==> config.mk <==
export PLATFORM = sky130hd
export DESIGN_NAME = ldio_decode
export DESIGN_NICKNAME = d
export VERILOG_FILES = /design/src/verilog/ldio_pkg.sv /design/src/verilog/ldio_window.sv /design/src/verilog/ldio_decode.sv
export VERILOG_INCLUDE_DIRS = /design/src /design/src/verilog
export SDC_FILE = /design/constraint.sdc
export NUM_CORES = 2
export LEC_CHECK = 0
export BUFFER_PORTS_ARGS = -buffer_cell sky130_fd_sc_hd__buf_2
export CORE_UTILIZATION = 40
export DETAILED_ROUTE_END_ITERATION = 7
export HOLD_SLACK_MARGIN = 0.06
export PLACE_DENSITY = 0.6
export SYNTH_ARGS = -nofsm -noshare
export SYNTH_HDL_FRONTEND = slang
export SYNTH_SLANG_ARGS = --single-unit
==> constraint.sdc <==
create_clock -name clk -period 26.8 [get_ports clk]
set_input_delay 0 -clock clk [delete_from_list [all_inputs] [get_ports clk]]
set_output_delay 0 -clock clk [all_outputs]
set_load 0.03 [all_outputs]
==> src/verilog/ldio_regs.svh <==
// Purpose: Index, reset and range constants for the logical device I/O decode block
// Assumes: Included by bare name; holds definitions only
// Notes:   Config port limits are 16-bit, other base constants 12-bit I/O addresses; alignments are given as low zero bits
`ifndef LDIO_REGS_SVH
`define LDIO_REGS_SVH

// Configuration register indices
`define LDIO_IDX_LDN        8'h07
`define LDIO_IDX_PWR_LO     8'h22
`define LDIO_IDX_PWR_HI     8'h23
`define LDIO_IDX_OSC        8'h24
`define LDIO_IDX_CPORT_LO   8'h26
`define LDIO_IDX_CPORT_HI   8'h27
`define LDIO_IDX_ACT        8'h30
`define LDIO_IDX_BASE0_HI   8'h60
`define LDIO_IDX_BASE0_LO   8'h61
`define LDIO_IDX_BASE1_HI   8'h62
`define LDIO_IDX_BASE1_LO   8'h63
`define LDIO_IDX_IRQ        8'h70
`define LDIO_IDX_DMA        8'h74

// Field positions
`define LDIO_OSC_QUAL16_BIT 6
`define LDIO_ACT_BIT        0

// Reset values
`define LDIO_CPORT_STRAP0   16'h002E
`define LDIO_CPORT_STRAP1   16'h004E
`define LDIO_IRQ_RST_LDN0   4'h6
`define LDIO_IRQ_RST_OTHER  4'h0
`define LDIO_DMA_RST_LDN0   3'h2
`define LDIO_DMA_RST_PP_SP  3'h4
`define LDIO_DMA_RST_OTHER  3'h0

// Logical device numbers
`define LDIO_LDN_FDC        4'h0
`define LDIO_LDN_PP         4'h3
`define LDIO_LDN_SP1        4'h4
`define LDIO_LDN_SP2        4'h5
`define LDIO_LDN_KBD        4'h7
`define LDIO_LDN_GAME       4'h9
`define LDIO_LDN_RT         4'hA
`define LDIO_LDN_MPU        4'hB

// Base ranges, fixed addresses and the shared management interrupt line
`define LDIO_CPORT_MIN      16'h0100
`define LDIO_CPORT_MAX      16'h0FFE
`define LDIO_KBD_DATA       12'h060
`define LDIO_KBD_CMD        12'h064
`define LDIO_ECP_OFS        12'h400
`define LDIO_SMI_IRQ        4'h2

`endif

==> src/verilog/ldio_pkg.sv <==
// Purpose: Shared types of the logical device I/O decode block
// Assumes: Used with ldio_regs.svh for all numeric constants
// Notes:   Nothing here is imported; users write ldio_pkg::name
`default_nettype none

package ldio_pkg;

  // One host I/O cycle, valid for a single clock
  typedef struct packed {
    logic        rd;
    logic        wr;
    logic [15:0] addr;
    logic [7:0]  wdata;
  } ldio_host_req_s;

  // Registered select toward the logical devices
  typedef struct packed {
    logic [11:0] sel;
    logic [11:0] ofs;
    logic        rd;
    logic        wr;
    logic [7:0]  wdata;
  } ldio_dev_sel_s;

  typedef logic [11:0] ldio_io12_t;

endpackage

`default_nettype wire

==> src/verilog/ldio_window.sv <==
// Purpose: Match one host address against one relocatable device window
// Assumes: Base and address on the same clock; output is combinational
// Notes:   A base outside its range or off its alignment never matches
`default_nettype none

module ldio_window #(
  parameter logic [11:0] MIN_BASE  = 12'h100,
  parameter logic [11:0] MAX_BASE  = 12'hFF8,
  parameter int          ALIGN     = 3,
  parameter int          SPAN      = 3,
  parameter logic [7:0]  OFS_MASK  = 8'hFF,
  parameter logic [11:0] OFS_BASE  = 12'h000
) (
  input  wire logic [15:0] base,
  input  wire logic        active,
  input  wire logic        qual16,
  input  wire logic [15:0] addr,
  output logic             hit,
  output logic [11:0]      ofs
);

  logic [11:0] diff;
  logic        base_ok;
  logic        ofs_ok;

  initial begin
    if (ALIGN < 0 || ALIGN > 11 || SPAN < 0 || SPAN > 11)
      $error("ldio_window: ALIGN and SPAN must lie in 0..11");
  end

  // Base must sit in range and on its boundary
  always_comb begin
    base_ok = (base[15:12] == 4'h0) && (base[11:0] >= MIN_BASE) && (base[11:0] <= MAX_BASE);
    if (ALIGN > 0)
      base_ok = base_ok && ((base[11:0] & ~(12'hFFF << ALIGN)) == 12'h000);
  end

  // Only A11..A0 take part unless full qualification is on
  assign diff   = addr[11:0] - base[11:0] - OFS_BASE;
  assign ofs    = diff + OFS_BASE;
  assign ofs_ok = (SPAN > 3) ? 1'b1 : OFS_MASK[diff[2:0]];
  assign hit    = active && base_ok && ofs_ok && ((diff >> SPAN) == 12'h000)
                  && (!qual16 || addr[15:12] == 4'h0);

endmodule

`default_nettype wire

==> src/verilog/ldio_decode.sv <==
// Purpose: Configuration port, banked device registers and I/O select decode
// Assumes: Host cycles arrive as one-cycle strobes on clk; rst covers all resets
// Notes:   Device selects and config read data appear one clock after the strobe
`include "ldio_regs.svh"
`default_nettype none

module ldio_decode #(
  parameter int NUM_LDN = 12
) (
  input  wire logic                   clk,
  input  wire logic                   rst,
  input  wire ldio_pkg::ldio_host_req_s host_req,
  input  wire logic                   config_port_strap,
  input  wire logic [11:0]            dev_irq_req,
  input  wire logic                   pp_ecp_epp_mode,
  input  wire logic                   smi_req,
  output ldio_pkg::ldio_dev_sel_s     dev_sel,
  output logic [7:0]                  cfg_rdata,
  output logic                        cfg_rvalid,
  output logic [15:0]                 irq_lines,
  output logic                        sys_mgmt_irq_n,
  output logic [15:0]                 cfg_port_addr,
  output logic [11:0]                 dev_on
);

  initial begin
    if (NUM_LDN != 12)
      $error("ldio_decode: NUM_LDN must be 12");
  end

  // Configuration state
  logic [7:0]  index_r;
  logic [3:0]  ldn_r;
  logic [7:0]  osc_r;
  logic [15:0] cport_r;
  logic [7:0]  cport_lo_r;
  logic [7:0]  cport_hi_r;
  logic        strap_done_r;
  logic [2:0]  strap_sync_r;
  logic [1:0]  strap_fill_r;

  // Banked per-device state
  logic [11:0] act_r;
  logic [11:0] pwr_r;
  logic [15:0] base_r [NUM_LDN];
  logic [3:0]  irq_r  [NUM_LDN];
  logic [2:0]  dma_r  [NUM_LDN];

  // Output registers
  ldio_pkg::ldio_dev_sel_s dev_sel_r;
  logic [7:0]  cfg_rdata_r;
  logic        cfg_rvalid_r;
  logic [15:0] irq_lines_r;
  logic        smi_n_r;

  // Decode nets
  logic        qual16;
  logic        cport_hit;
  logic        idx_hit;
  logic        dat_hit;
  logic        dat_wr;
  logic [11:0] on_vec;
  logic [11:0] hit_vec;
  logic [11:0] sel_nxt;
  logic [11:0] ofs_nxt;
  logic [11:0] ofs_fdc;
  logic [11:0] ofs_pp;
  logic [11:0] ofs_epp;
  logic [11:0] ofs_ecp;
  logic [11:0] ofs_sp1;
  logic [11:0] ofs_sp2;
  logic [11:0] ofs_game;
  logic [11:0] ofs_rt;
  logic [11:0] ofs_mpu;
  logic        hit_pp;
  logic        hit_epp;
  logic        hit_ecp;
  logic        hit_kbd;
  logic [15:0] cport_cand;
  logic [7:0]  rdata_nxt;
  logic [15:0] irq_nxt;
  logic        smi_share;

  assign qual16 = osc_r[`LDIO_OSC_QUAL16_BIT];
  assign on_vec = act_r | pwr_r;

  // Config port decode: index at the port, data one above
  assign cport_hit = strap_done_r && (!qual16 || host_req.addr[15:12] == 4'h0);
  assign idx_hit   = cport_hit && (host_req.addr == cport_r);
  assign dat_hit   = cport_hit && (host_req.addr == cport_r + 16'h0001);
  assign dat_wr    = dat_hit && host_req.wr;

  // Strap input passes three flops; first stage feeds only the second
  always_ff @(posedge clk or posedge rst) begin
    if (rst) begin
      strap_sync_r <= 3'b000;
      strap_fill_r <= 2'h0;
    end else begin
      strap_sync_r <= {strap_sync_r[1:0], config_port_strap};
      if (strap_fill_r != 2'h3)
        strap_fill_r <= strap_fill_r + 2'h1;                   // Stages hold reset zeros until full
    end
  end

  // Config port address: strap after reset, then software relocation
  always_ff @(posedge clk or posedge rst) begin
    if (rst) begin
      cport_r      <= `LDIO_CPORT_STRAP0;
      strap_done_r <= 1'b0;
    end else if (!strap_done_r) begin
      if (strap_fill_r == 2'h3 && strap_sync_r[1] == strap_sync_r[2]) begin
        cport_r      <= strap_sync_r[2] ? `LDIO_CPORT_STRAP1 : `LDIO_CPORT_STRAP0;
        strap_done_r <= 1'b1;
      end
    end else if (dat_wr && (index_r == `LDIO_IDX_CPORT_LO || index_r == `LDIO_IDX_CPORT_HI)) begin
      if (cport_cand >= `LDIO_CPORT_MIN && cport_cand <= `LDIO_CPORT_MAX
          && !cport_cand[0])
        cport_r <= cport_cand;
    end
  end

  // Candidate port formed from the byte being written and the held byte
  always_comb begin
    cport_cand = {cport_hi_r, cport_lo_r};
    if (index_r == `LDIO_IDX_CPORT_LO)
      cport_cand = {cport_hi_r, host_req.wdata};
    else if (index_r == `LDIO_IDX_CPORT_HI)
      cport_cand = {host_req.wdata, cport_lo_r};
  end

  // Held bytes of the relocation pair
  always_ff @(posedge clk or posedge rst) begin
    if (rst) begin
      cport_lo_r <= 8'h00;
      cport_hi_r <= 8'h00;
    end else if (dat_wr && index_r == `LDIO_IDX_CPORT_LO) begin
      cport_lo_r <= host_req.wdata;
    end else if (dat_wr && index_r == `LDIO_IDX_CPORT_HI) begin
      cport_hi_r <= host_req.wdata;
    end
  end

  // Index latch and global registers
  always_ff @(posedge clk or posedge rst) begin
    if (rst) begin
      index_r <= 8'h00;
      ldn_r   <= 4'h0;
      osc_r   <= 8'h00;
    end else begin
      if (idx_hit && host_req.wr)
        index_r <= host_req.wdata;
      if (dat_wr && index_r == `LDIO_IDX_LDN)
        ldn_r <= host_req.wdata[3:0];
      if (dat_wr && index_r == `LDIO_IDX_OSC)
        osc_r <= host_req.wdata;
    end
  end

  // Activate and power bits: a write to either sets both
  always_ff @(posedge clk or posedge rst) begin
    if (rst) begin
      act_r <= 12'h000;
      pwr_r <= 12'h000;
    end else if (dat_wr) begin
      if (index_r == `LDIO_IDX_ACT && ldn_r < NUM_LDN) begin
        act_r[ldn_r] <= host_req.wdata[`LDIO_ACT_BIT];
        pwr_r[ldn_r] <= host_req.wdata[`LDIO_ACT_BIT];
      end else if (index_r == `LDIO_IDX_PWR_LO) begin
        act_r[7:0] <= host_req.wdata;
        pwr_r[7:0] <= host_req.wdata;
      end else if (index_r == `LDIO_IDX_PWR_HI) begin
        act_r[11:8] <= host_req.wdata[3:0];
        pwr_r[11:8] <= host_req.wdata[3:0];
      end
    end
  end

  // Banked base, interrupt and DMA selects with their reset values
  always_ff @(posedge clk or posedge rst) begin
    if (rst) begin
      for (int i = 0; i < NUM_LDN; i++) begin
        base_r[i] <= 16'h0000;
        irq_r[i]  <= (i == 0) ? `LDIO_IRQ_RST_LDN0 : `LDIO_IRQ_RST_OTHER;
        dma_r[i]  <= (i == 0) ? `LDIO_DMA_RST_LDN0 :
                     (i == 3 || i == 5) ? `LDIO_DMA_RST_PP_SP : `LDIO_DMA_RST_OTHER;
      end
    end else if (dat_wr && ldn_r < NUM_LDN) begin
      unique case (index_r)
        `LDIO_IDX_BASE0_HI: base_r[ldn_r][15:8] <= host_req.wdata;
        `LDIO_IDX_BASE0_LO: base_r[ldn_r][7:0]  <= host_req.wdata;
        `LDIO_IDX_IRQ:      irq_r[ldn_r]        <= host_req.wdata[3:0];
        `LDIO_IDX_DMA:      dma_r[ldn_r]        <= host_req.wdata[2:0];
        default: ;
      endcase
    end
  end

  // Config read mux; unused and reserved indices read zero
  always_comb begin
    rdata_nxt = 8'h00;
    if (idx_hit) begin
      rdata_nxt = index_r;
    end else if (ldn_r < NUM_LDN) begin
      unique case (index_r)
        `LDIO_IDX_LDN:      rdata_nxt = {4'h0, ldn_r};
        `LDIO_IDX_PWR_LO:   rdata_nxt = pwr_r[7:0];
        `LDIO_IDX_PWR_HI:   rdata_nxt = {4'h0, pwr_r[11:8]};
        `LDIO_IDX_OSC:      rdata_nxt = osc_r;
        `LDIO_IDX_CPORT_LO: rdata_nxt = cport_r[7:0];
        `LDIO_IDX_CPORT_HI: rdata_nxt = cport_r[15:8];
        `LDIO_IDX_ACT:      rdata_nxt = {7'h00, act_r[ldn_r]};
        `LDIO_IDX_BASE0_HI: rdata_nxt = base_r[ldn_r][15:8];
        `LDIO_IDX_BASE0_LO: rdata_nxt = base_r[ldn_r][7:0];
        `LDIO_IDX_IRQ:      rdata_nxt = {4'h0, irq_r[ldn_r]};
        `LDIO_IDX_DMA:      rdata_nxt = {5'h00, dma_r[ldn_r]};
        default:            rdata_nxt = 8'h00;
      endcase
    end
  end

  // Config read answer one clock after the strobe
  always_ff @(posedge clk or posedge rst) begin
    if (rst) begin
      cfg_rdata_r  <= 8'h00;
      cfg_rvalid_r <= 1'b0;
    end else begin
      cfg_rvalid_r <= host_req.rd && (idx_hit || dat_hit);
      if (host_req.rd && (idx_hit || dat_hit))
        cfg_rdata_r <= rdata_nxt;
    end
  end

  // Floppy: 8-byte aligned, offsets 0..5 and 7
  ldio_window #(.MIN_BASE(12'h100), .MAX_BASE(12'hFF8), .ALIGN(3), .SPAN(3),
                .OFS_MASK(8'hBF), .OFS_BASE(12'h000)) u_fdc (
    .base(base_r[0]), .active(on_vec[0]), .qual16(qual16), .addr(host_req.addr),
    .hit(hit_vec[0]), .ofs(ofs_fdc));

  // Parallel standard registers on 4-byte alignment
  ldio_window #(.MIN_BASE(12'h100), .MAX_BASE(12'hFFC), .ALIGN(2), .SPAN(3),
                .OFS_MASK(8'h07), .OFS_BASE(12'h000)) u_pp (
    .base(base_r[3]), .active(on_vec[3]), .qual16(qual16), .addr(host_req.addr),
    .hit(hit_pp), .ofs(ofs_pp));

  // EPP registers only when the base is 8-byte aligned
  ldio_window #(.MIN_BASE(12'h100), .MAX_BASE(12'hFF8), .ALIGN(3), .SPAN(3),
                .OFS_MASK(8'hF8), .OFS_BASE(12'h000)) u_epp (
    .base(base_r[3]), .active(on_vec[3]), .qual16(qual16), .addr(host_req.addr),
    .hit(hit_epp), .ofs(ofs_epp));

  // ECP registers at base plus 400h..402h
  ldio_window #(.MIN_BASE(12'h100), .MAX_BASE(12'hFFC), .ALIGN(2), .SPAN(3),
                .OFS_MASK(8'h07), .OFS_BASE(`LDIO_ECP_OFS)) u_ecp (
    .base(base_r[3]), .active(on_vec[3]), .qual16(qual16), .addr(host_req.addr),
    .hit(hit_ecp), .ofs(ofs_ecp));

  // Serial ports: eight registers each
  ldio_window #(.MIN_BASE(12'h100), .MAX_BASE(12'hFF8), .ALIGN(3), .SPAN(3),
                .OFS_MASK(8'hFF), .OFS_BASE(12'h000)) u_sp1 (
    .base(base_r[4]), .active(on_vec[4]), .qual16(qual16), .addr(host_req.addr),
    .hit(hit_vec[4]), .ofs(ofs_sp1));

  ldio_window #(.MIN_BASE(12'h100), .MAX_BASE(12'hFF8), .ALIGN(3), .SPAN(3),
                .OFS_MASK(8'hFF), .OFS_BASE(12'h000)) u_sp2 (
    .base(base_r[5]), .active(on_vec[5]), .qual16(qual16), .addr(host_req.addr),
    .hit(hit_vec[5]), .ofs(ofs_sp2));

  // Game port: any byte, single register
  ldio_window #(.MIN_BASE(12'h100), .MAX_BASE(12'hFFF), .ALIGN(0), .SPAN(0),
                .OFS_MASK(8'h01), .OFS_BASE(12'h000)) u_game (
    .base(base_r[9]), .active(on_vec[9]), .qual16(qual16), .addr(host_req.addr),
    .hit(hit_vec[9]), .ofs(ofs_game));

  // Runtime block: 128-byte window
  ldio_window #(.MIN_BASE(12'h000), .MAX_BASE(12'hF7F), .ALIGN(7), .SPAN(7),
                .OFS_MASK(8'hFF), .OFS_BASE(12'h000)) u_rt (
    .base(base_r[10]), .active(on_vec[10]), .qual16(qual16), .addr(host_req.addr),
    .hit(hit_vec[10]), .ofs(ofs_rt));

  // MIDI port: two registers on 2-byte alignment
  ldio_window #(.MIN_BASE(12'h100), .MAX_BASE(12'hFFE), .ALIGN(1), .SPAN(1),
                .OFS_MASK(8'h03), .OFS_BASE(12'h000)) u_mpu (
    .base(base_r[11]), .active(on_vec[11]), .qual16(qual16), .addr(host_req.addr),
    .hit(hit_vec[11]), .ofs(ofs_mpu));

  // Keyboard is fixed and ignores its base registers
  assign hit_kbd = on_vec[7] && (!qual16 || host_req.addr[15:12] == 4'h0)
                   && (host_req.addr[11:0] == `LDIO_KBD_DATA
                       || host_req.addr[11:0] == `LDIO_KBD_CMD);
  assign hit_vec[7] = hit_kbd;
  assign hit_vec[3] = hit_pp || hit_epp || hit_ecp;
  assign hit_vec[1] = 1'b0;
  assign hit_vec[2] = 1'b0;
  assign hit_vec[6] = 1'b0;
  assign hit_vec[8] = 1'b0;

  // Lowest device number wins; config port shadows all devices
  always_comb begin
    sel_nxt = 12'h000;
    ofs_nxt = 12'h000;
    if ((host_req.rd || host_req.wr) && !idx_hit && !dat_hit) begin
      for (int i = NUM_LDN - 1; i >= 0; i--) begin
        if (hit_vec[i]) begin
          sel_nxt    = 12'h000;
          sel_nxt[i] = 1'b1;
        end
      end
    end
    unique case (1'b1)
      sel_nxt[0]:  ofs_nxt = ofs_fdc;
      sel_nxt[3]:  ofs_nxt = hit_ecp ? ofs_ecp : (hit_epp ? ofs_epp : ofs_pp);
      sel_nxt[4]:  ofs_nxt = ofs_sp1;
      sel_nxt[5]:  ofs_nxt = ofs_sp2;
      sel_nxt[7]:  ofs_nxt = host_req.addr[11:0] - `LDIO_KBD_DATA;
      sel_nxt[9]:  ofs_nxt = ofs_game;
      sel_nxt[10]: ofs_nxt = ofs_rt;
      sel_nxt[11]: ofs_nxt = ofs_mpu;
      default:     ofs_nxt = 12'h000;
    endcase
  end

  // Registered device select
  always_ff @(posedge clk or posedge rst) begin
    if (rst) begin
      dev_sel_r <= '0;
    end else begin
      dev_sel_r.sel   <= sel_nxt;
      dev_sel_r.ofs   <= ofs_nxt;
      dev_sel_r.rd    <= host_req.rd && (sel_nxt != 12'h000);
      dev_sel_r.wr    <= host_req.wr && (sel_nxt != 12'h000);
      dev_sel_r.wdata <= host_req.wdata;
    end
  end

  // Interrupt routing by each device's select nibble
  always_comb begin
    irq_nxt   = 16'h0000;
    smi_share = 1'b0;
    for (int i = 0; i < NUM_LDN; i++) begin
      if (on_vec[i] && irq_r[i] != 4'h0) begin
        if (i == 3 && pp_ecp_epp_mode)
          irq_nxt[irq_r[i]] = irq_nxt[irq_r[i]] | ~dev_irq_req[i];
        else
          irq_nxt[irq_r[i]] = irq_nxt[irq_r[i]] | dev_irq_req[i];
        if (irq_r[i] == `LDIO_SMI_IRQ && dev_irq_req[i])
          smi_share = 1'b1;
      end
    end
    irq_nxt[0] = 1'b0;
  end

  // Interrupt lines and active-low system management output
  always_ff @(posedge clk or posedge rst) begin
    if (rst) begin
      irq_lines_r <= 16'h0000;
      smi_n_r     <= 1'b1;
    end else begin
      irq_lines_r <= irq_nxt;
      smi_n_r     <= ~(smi_req || smi_share);
    end
  end

  // Device power status
  always_ff @(posedge clk or posedge rst) begin
    if (rst) begin
      dev_on <= 12'h000;
    end else begin
      dev_on <= on_vec;
    end
  end

  // Config port address status
  always_ff @(posedge clk or posedge rst) begin
    if (rst) begin
      cfg_port_addr <= `LDIO_CPORT_STRAP0;
    end else begin
      cfg_port_addr <= cport_r;
    end
  end

  assign dev_sel        = dev_sel_r;
  assign cfg_rdata      = cfg_rdata_r;
  assign cfg_rvalid     = cfg_rvalid_r;
  assign irq_lines      = irq_lines_r;
  assign sys_mgmt_irq_n = smi_n_r;

endmodule

`default_nettype wire

* Yosys cells after proc, flatten, opt, wreduce, memory -nomap -nowiden *
Memories as Yosys holds them, arrays and structs flattened.
Cells that the tools add are included.

storage, ports and cells
  register bits after elaboration = 445
  memory bits (read-only) = 80
  input port bits = 43
  output and inout port bits = 88
  memories kept = 9

cells by class
  add/sub/neg operators = 12
  magnitude comparators = 53
  equal/unequal tests = 33
  mux-type cells = 160
  bitwise logic cells = 19
  reduce and logical (&&, ||, !) cells = 175

memory list
  memory           words  bits a word  rd ports  clocked after Yosys merged registers in  write ports  line                source
  (no name shown)  16     1            1         0                                        0            ldio_decode.sv:344  irq_nxt[irq_r[i]] = irq_nxt[irq_r[i]] | dev_irq_req[i];
  (no name shown)  8      1            1         0                                        0            ldio_window.sv:41   assign ofs_ok = (SPAN > 3) ? 1'b1 : OFS_MASK[diff[2:0]];
  (no name shown)  8      1            1         0                                        0            ldio_window.sv:41
  (no name shown)  8      1            1         0                                        0            ldio_window.sv:41
  (no name shown)  8      1            1         0                                        0            ldio_window.sv:41
  (no name shown)  8      1            1         0                                        0            ldio_window.sv:41
  3 more memories  --     --           --        --                                       --           --

operators with widths
  kind                                                         count
  bitwise mux 192 bit                                          2
  one-hot mux 192 bit (2 select lines)                         1
  two-way mux 16 bit                                           22
  bitwise mux 16 bit                                           12
  logical NOT 12 bit                                           15
  two-way mux 12 bit                                           12
  demux 16 bit (select 4 bit)                                  2
  logical AND 1 bit                                            116
  less-or-equal comparator 12 bit (second input constant)      8
  one-hot mux 12 bit (8 select lines)                          1
  one-hot mux 8 bit (11 select lines)                          1
  subtractor 12 bit                                            7
  >= comparator 12 x 9 -> 1 bit (second input constant)        6
  less-than comparator 4 x 5 -> 1 bit (second input constant)  13
  binary-select mux 16 bit (select 4 bit)                      1
  two-way mux 1 bit                                            60
  demux 1 bit (select 4 bit)                                   13
  >= comparator 4 x 1 -> 1 bit (second input constant)         13
  binary-select mux 1 bit (select 4 bit)                       12
  bitwise mux 48 bit                                           1
  equality test 4 x 2 -> 1 bit (second input constant)         12
  equality test 8 x 6 -> 1 bit (second input constant)         6
  nonzero test 4 bit                                           12
  bitwise mux 36 bit                                           1
  41 further kinds                                             103

* Depth between registers and ports, before layout *
  depth in word-level cells = 62
  gate-level depth with buffers = 27

* Cells and area by module *
From an unflattened synthesis, not the netlist that was laid out.

unflattened totals
  cells, all modules = 3,455
  area total of the unflattened synthesis = 31,685.4 um2

by module, submodules not included
  module                instances  cells an instance  area each (um2)  sequential area each (um2)
  ldio_decode           1          2,585              25,318.0         10,752.8
  ldio_window (u_sp2)   1          113                792.0            0.0
  ldio_window (u_ecp)   1          90                 743.2            0.0
  ldio_window (u_mpu)   1          104                737.0            0.0
  ldio_window (u_epp)   1          97                 720.7            0.0
  ldio_window (u_sp1)   1          103                720.7            0.0
  ldio_window (u_pp)    1          92                 695.7            0.0
  ldio_window (u_rt)    1          96                 691.9            0.0
  ldio_window (u_game)  1          89                 659.4            0.0
  ldio_window (u_fdc)   1          86                 606.8            0.0

* Worst setup path after synthesis *
Ideal clock, no wire load.

  kind = register to register
  from = register irq_r[46] in the netlist's numbering
  to = register irq_lines_r[11] (netlist: irq_lines[11])
  library setup time = 133 ps
  data arrival time = 5,619 ps
  required time = 26,667 ps
  setup slack = 21,047 ps
  cell stages (with the launch flop) = 27
  buffers on the path = 2
  clock period less this slack = 5,753 ps
  path through = dfstp_2 -> buf_4 -> and4b_1 -> and2_4 -> a211oi_4 -> nand2_1 -> a32o_1 -> a221oi_4 -> o211a_4 -> nand2_4 -> o211ai_4 -> a31oi_1 -> a311oi_2 -> and3_1 -> buf_4 -> nand4_1 -> a211o_1 -> a21oi_1 -> nor4b_4 -> o31ai_2 -> o41ai_4 -> nor2_4 -> nor4b_4 -> a2111oi_4 -> o211a_1 -> o211ai_2 -> a22oi_2

between the ends
  cells in the longest elaborated chain, start to end = 62
  elaborated cells on any way between the ends = 70
  classes of those cells = 2 x order compare; 50 x mux; 14 x bitwise; 3 x reduce/logical; 1 x memory

ends and longest elaborated chain
  what                                                                                                       line                source
  start: declaration                                                                                         ldio_decode.sv:46   logic [3:0] irq_r [NUM_LDN];
  start signal: indexed assignment                                                                           ldio_decode.sv:183  irq_r[i] <= (i == 0) ? `LDIO_IRQ_RST_LDN0 : `LDIO_IRQ_RST_OTHER;
  start signal: indexed assignment                                                                           ldio_decode.sv:191  `LDIO_IDX_IRQ: irq_r[ldn_r] <= host_req.wdata[3:0];
  less-than comparator 4 x 5 -> 1 bit (not written as such) or >= comparator 4 x 1 -> 1 bit (tied branches)  ldio_decode.sv:344
  logical AND 1 bit (not written as such)                                                                    ldio_decode.sv:344
  two-way mux 1 bit (not written as such)                                                                    ldio_decode.sv:344
  demux 1 bit (select 4 bit)                                                                                 ldio_decode.sv:344
  bitwise AND 16 bit (no line)                                                                               --
  two-way mux 16 bit (*)                                                                                     ldio_decode.sv:340  if (on_vec[i] && irq_r[i] != 4'h0) begin
  binary-select mux 1 bit (select 4 bit)                                                                     ldio_decode.sv:344
  two-way mux 1 bit (not written as such)                                                                    ldio_decode.sv:344
  [47 not listed]                                                                                            --
  bitwise mux 16 bit                                                                                         ldio_decode.sv:344
  two-way mux 16 bit (*)                                                                                     ldio_decode.sv:340
  binary-select mux 1 bit (select 4 bit)                                                                     ldio_decode.sv:344
  two-way mux 1 bit (not written as such)                                                                    ldio_decode.sv:344
  OR 1 bit                                                                                                   ldio_decode.sv:344
  bitwise mux 16 bit                                                                                         ldio_decode.sv:344
  two-way mux 16 bit (*)                                                                                     ldio_decode.sv:340
  via irq_nxt[11]                                                                                            ldio_decode.sv:81   logic [15:0] irq_nxt;
  end signal: assignment                                                                                     ldio_decode.sv:358  irq_lines_r <= irq_nxt;
  end: declaration                                                                                           ldio_decode.sv:53   logic [15:0] irq_lines_r;

Mark *: on every way through the listed nets, which the timed path passes. The rest lies on a longest branch. The select of a mux whose other input is x is not followed.
A chain may end at the register's enable or synchronous reset.

* Worst setup path after layout *
  from = register irq_r[44] in the netlist's numbering
  to = register irq_lines_r[10] (netlist: irq_lines[10])

The elaborated chain is that of the path after synthesis.

==> results.sh <==
export IMPL_yosys_area_top_type="dfrtp_1"
export IMPL_skew_ps=57.72
export IMPL_grt_pass1_vias=23441
export IMPL_fin_util_pct=45.30
export IMPL_cp_slowest_cell="dfrtp_1"
export IMPL_avgRoutedWirePerCell_um=25.28
export IMPL_setup_viol=0
export IMPL_portBuffers=125
export IMPL_cts_max_path_buffers=3
export IMPL_grt_usage_pct=27.51
export IMPL_synth_ff_type="dfrtp_1"
export IMPL_worst_ep_required_time_ps=27300
export IMPL_synth_area_leaders="dfrtp_1 38%, mux2_2 11%, mux4_2 5.9%, nand2_1 4.2%, ha_1 3.6%"
export IMPL_worst_path_buf_inv=2
export IMPL_drt_iter0_drc=2123
export IMPL_grt_start_max_net_pins=162
export IMPL_drc_errors=0
export IMPL_worstSetupStartpointType="flip-flop"
export IMPL_drv_cap=0
export IMPL_synth_top_area_share_pct=37.55
export IMPL_die_h_um=264.9
export IMPL_rows=96
export IMPL_vias_per_cell=6.102
export IMPL_synth_most_common_cell="dfrtp_1"
export IMPL_first_pass_iters=7
export IMPL_synthesis_area_um2=27660
export IMPL_rsz0062_at_grt="no"
export IMPL_synth_enable_flop_cells=0
export IMPL_fin_nets=3037
export IMPL_holdWs_ps=116.3
export IMPL_grt_antenna_before_repair=2
export IMPL_ys_seq_area_share_pct=38.88
export IMPL_outcome="finished, final reports clean"
export IMPL_crit_arrival_ps=8300
export IMPL_cts_buffers=50
export IMPL_grt_pass1_wl_mm=147.2
export IMPL_dp_hpwl_mm=70.04
export IMPL_fin_crit_sh_pct=29.11
export IMPL_crit_family="compound AO/OA/AOI/OAI gates"
export IMPL_syn_area_per_cell_um2=9.803
export IMPL_io_pins=131
export IMPL_gr_total_overflow=0
export IMPL_endpoint_kind="flip-flop"
export IMPL_cts_repair_resized=0
export IMPL_path_max_fanout=14
export IMPL_place_gp_congestion=0.9665
export IMPL_cts_root_buffer="clkbuf_16"
export IMPL_postCtsSetupRepairBufs=0
export IMPL_syn_inst=2821
export IMPL_die_area_um2=70190
export IMPL_clkSinkCount=429
export IMPL_ys_async_sr_fraction_pct=100.0
export IMPL_htreeDepth=2
export IMPL_wirelength_mm=96.94
export IMPL_finalHoldViolations=0
export IMPL_start_util_pct=40.39
export IMPL_fp_dieW_um=264.9
export IMPL_cts_tree="done"
export IMPL_peakVddDrop_uv=43.99
export IMPL_timing_fmax_ghz=0.1282
export IMPL_clk_pin_slew_worst_paths_ps=60
export IMPL_report_final_slew_viol_count=0
export IMPL_yosysUniqueCellTypes=119
export IMPL_synth_common_cells="415 x dfrtp_1, 308 x nand2_1, 264 x mux2_2, 200 x nor2_1, 162 x o21ai_0"
export IMPL_ys_warn_count=0
export IMPL_drtAntennaViolNets=0
export IMPL_worst_hold_path_type="in -> async"
export IMPL_area_delta_synth_final_pct=12.14
export IMPL_clock_latency_ps=640
export IMPL_leakagePower_nw=13.69
export IMPL_hold_buffers=20
export IMPL_critPathKind="reg -> reg"
export IMPL_fin_crit_ps=7802
export IMPL_maxSlewHeadroom_pct=9.166
export IMPL_fin_ws_ps=19000
export IMPL_drive_gt1_share_pct=22.01
export IMPL_ys_seq_elements=429
export IMPL_critPathMaxStageDelay_ps=660
export IMPL_p_per_area_nw_per_um2=47.38
export IMPL_place_ws_ps=19680
export IMPL_tns_ps=0
export IMPL_max_slew_worst_pin_slew_ps=1357
export IMPL_fp_coreArea_um2=68470
export IMPL_num_vias=23400
layer usage:
layer	GRT usage, %	share of wire [%]	vias to the layer above	routed length [um]
met2	45.56	48	855	46220
met1	36.67	43	11872	41230
li1	-	-	10484	-
met3	4.385	6.6	189	6389
met5	0	0	-	0
met4	8.983	3.2	0	3099
worst paths after layout:
path / start / endpoint / slack (ps) / cells past startpoint
worst max-delay path: irq_r[44] / irq_lines[10] / 19000 / 25
worst min-delay path: rst / cfg_port_addr[6] / 120 / 3
worst max register to register: irq_r[44] / irq_lines[10] / 19000 / 25
worst min register to register: strap_sync_r[0] / strap_sync_r[1] / 350 / 0
max in group asynchronous: rst / base_r[68] / 25100 / 4
min in group clk: host_req[23] / dev_sel[19] / 130 / 5
logic make-up (layout without fill, tap and decap cells):
family | after synthesis | in the layout | synth area share, %
compound gates | 617 | 617 | 15.08
xor+xnor | 95 | 95 | 3.036
fa+ha+maj | 87 | 87 | 4.126
buf+inv | 272 | 395 | 3.850
flops | 429 | 429 | 38.88
mux | 371 | 371 | 17.88
other cells | 1 | 10 | 0.01356
simple gates | 949 | 949 | 17.13
report_power, final:
| part | switching [W] | total (W) | internal, W |
|---|---|---|---|
| registers | 0.00000600 | 0.000660 | 0.000654 |
| logic | 0.0000658 | 0.0000940 | 0.0000282 |
| clock network | 0.000294 | 0.000716 | 0.000422 |
cell type report:
| cell class | count | area, um2 |
|---|---|---|
| Inverter | 128 | 488.0 |
| Timing Repair Buffer | 173 | 1049 |
| Clock inverter | 21 | 269.0 |
| Tap cell | 882 | 1104 |
| Multi-Input combinational cell | 2125 | 15860 |
| Clock buffer | 73 | 1468 |
| Fill cell | 6481 | 37450 |
| Sequential cell | 429 | 10760 |
| Antenna cell | 4 | 10.01 |
state kept, by name, summed over array words and instances (netlist names), 8 cells and up:
name and cells:
dev_sel 30, cport_hi_r 8, base_r 192, act_r 12, cfg_port_addr 16, cfg_rdata 8, dma_r 36, osc_r 8
dev_on 12, irq_r 48, index_r 8, irq_lines 15, cport_lo_r 8, cport_r 16
per-stage QoR:
step	power (W)	instances	cell area, um2
6_report	0.001470	3835	31010
5_1_grt	0.001517	3831	31000
4_1_cts	0.001479	3831	31000
3_5_place_dp	0.0007633	3717	29070
3_3_place_gp	0.0007616	3717	29070
2_1_floorplan	0.0007283	2826	27670
worst reg2reg max path, delay by kind of cell (launching register included):
family / cells / cell delay [ps]
AOI/OAI and AO/OA: 13 / 3630
and+or+nand+nor: 9 / 2440
buffers and inverters: 2 / 670
DFF: 1 / 660
xor gates and xnor gates: 1 / 270
placed cells by master (no fill, tap or decap), types with 17 or more instances in the layout:
cell type and instances:
dfrtp_1 412, nand2_1 308, mux2_2 264, nor2_1 200, o21ai_0 162, a21oi_1 145
inv_1 127, buf_2 125, ha_1 80, mux4_2 72, nor3_1 71, nand3_1 69
xnor2_1 59, nand2b_1 51, clkbuf_16 50, nor2b_1 39, o22ai_1 37, xor2_1 35
mux2i_1 35, and2_1 33, nor4_1 28, buf_4 27, a21o_1 25, o211ai_1 22
nand4_1 21, a22oi_1 21, dlygate4sd3_1 20, and3_1 19, o21bai_1 17, a211oi_1 17
(Power assumes the default switching activity.)
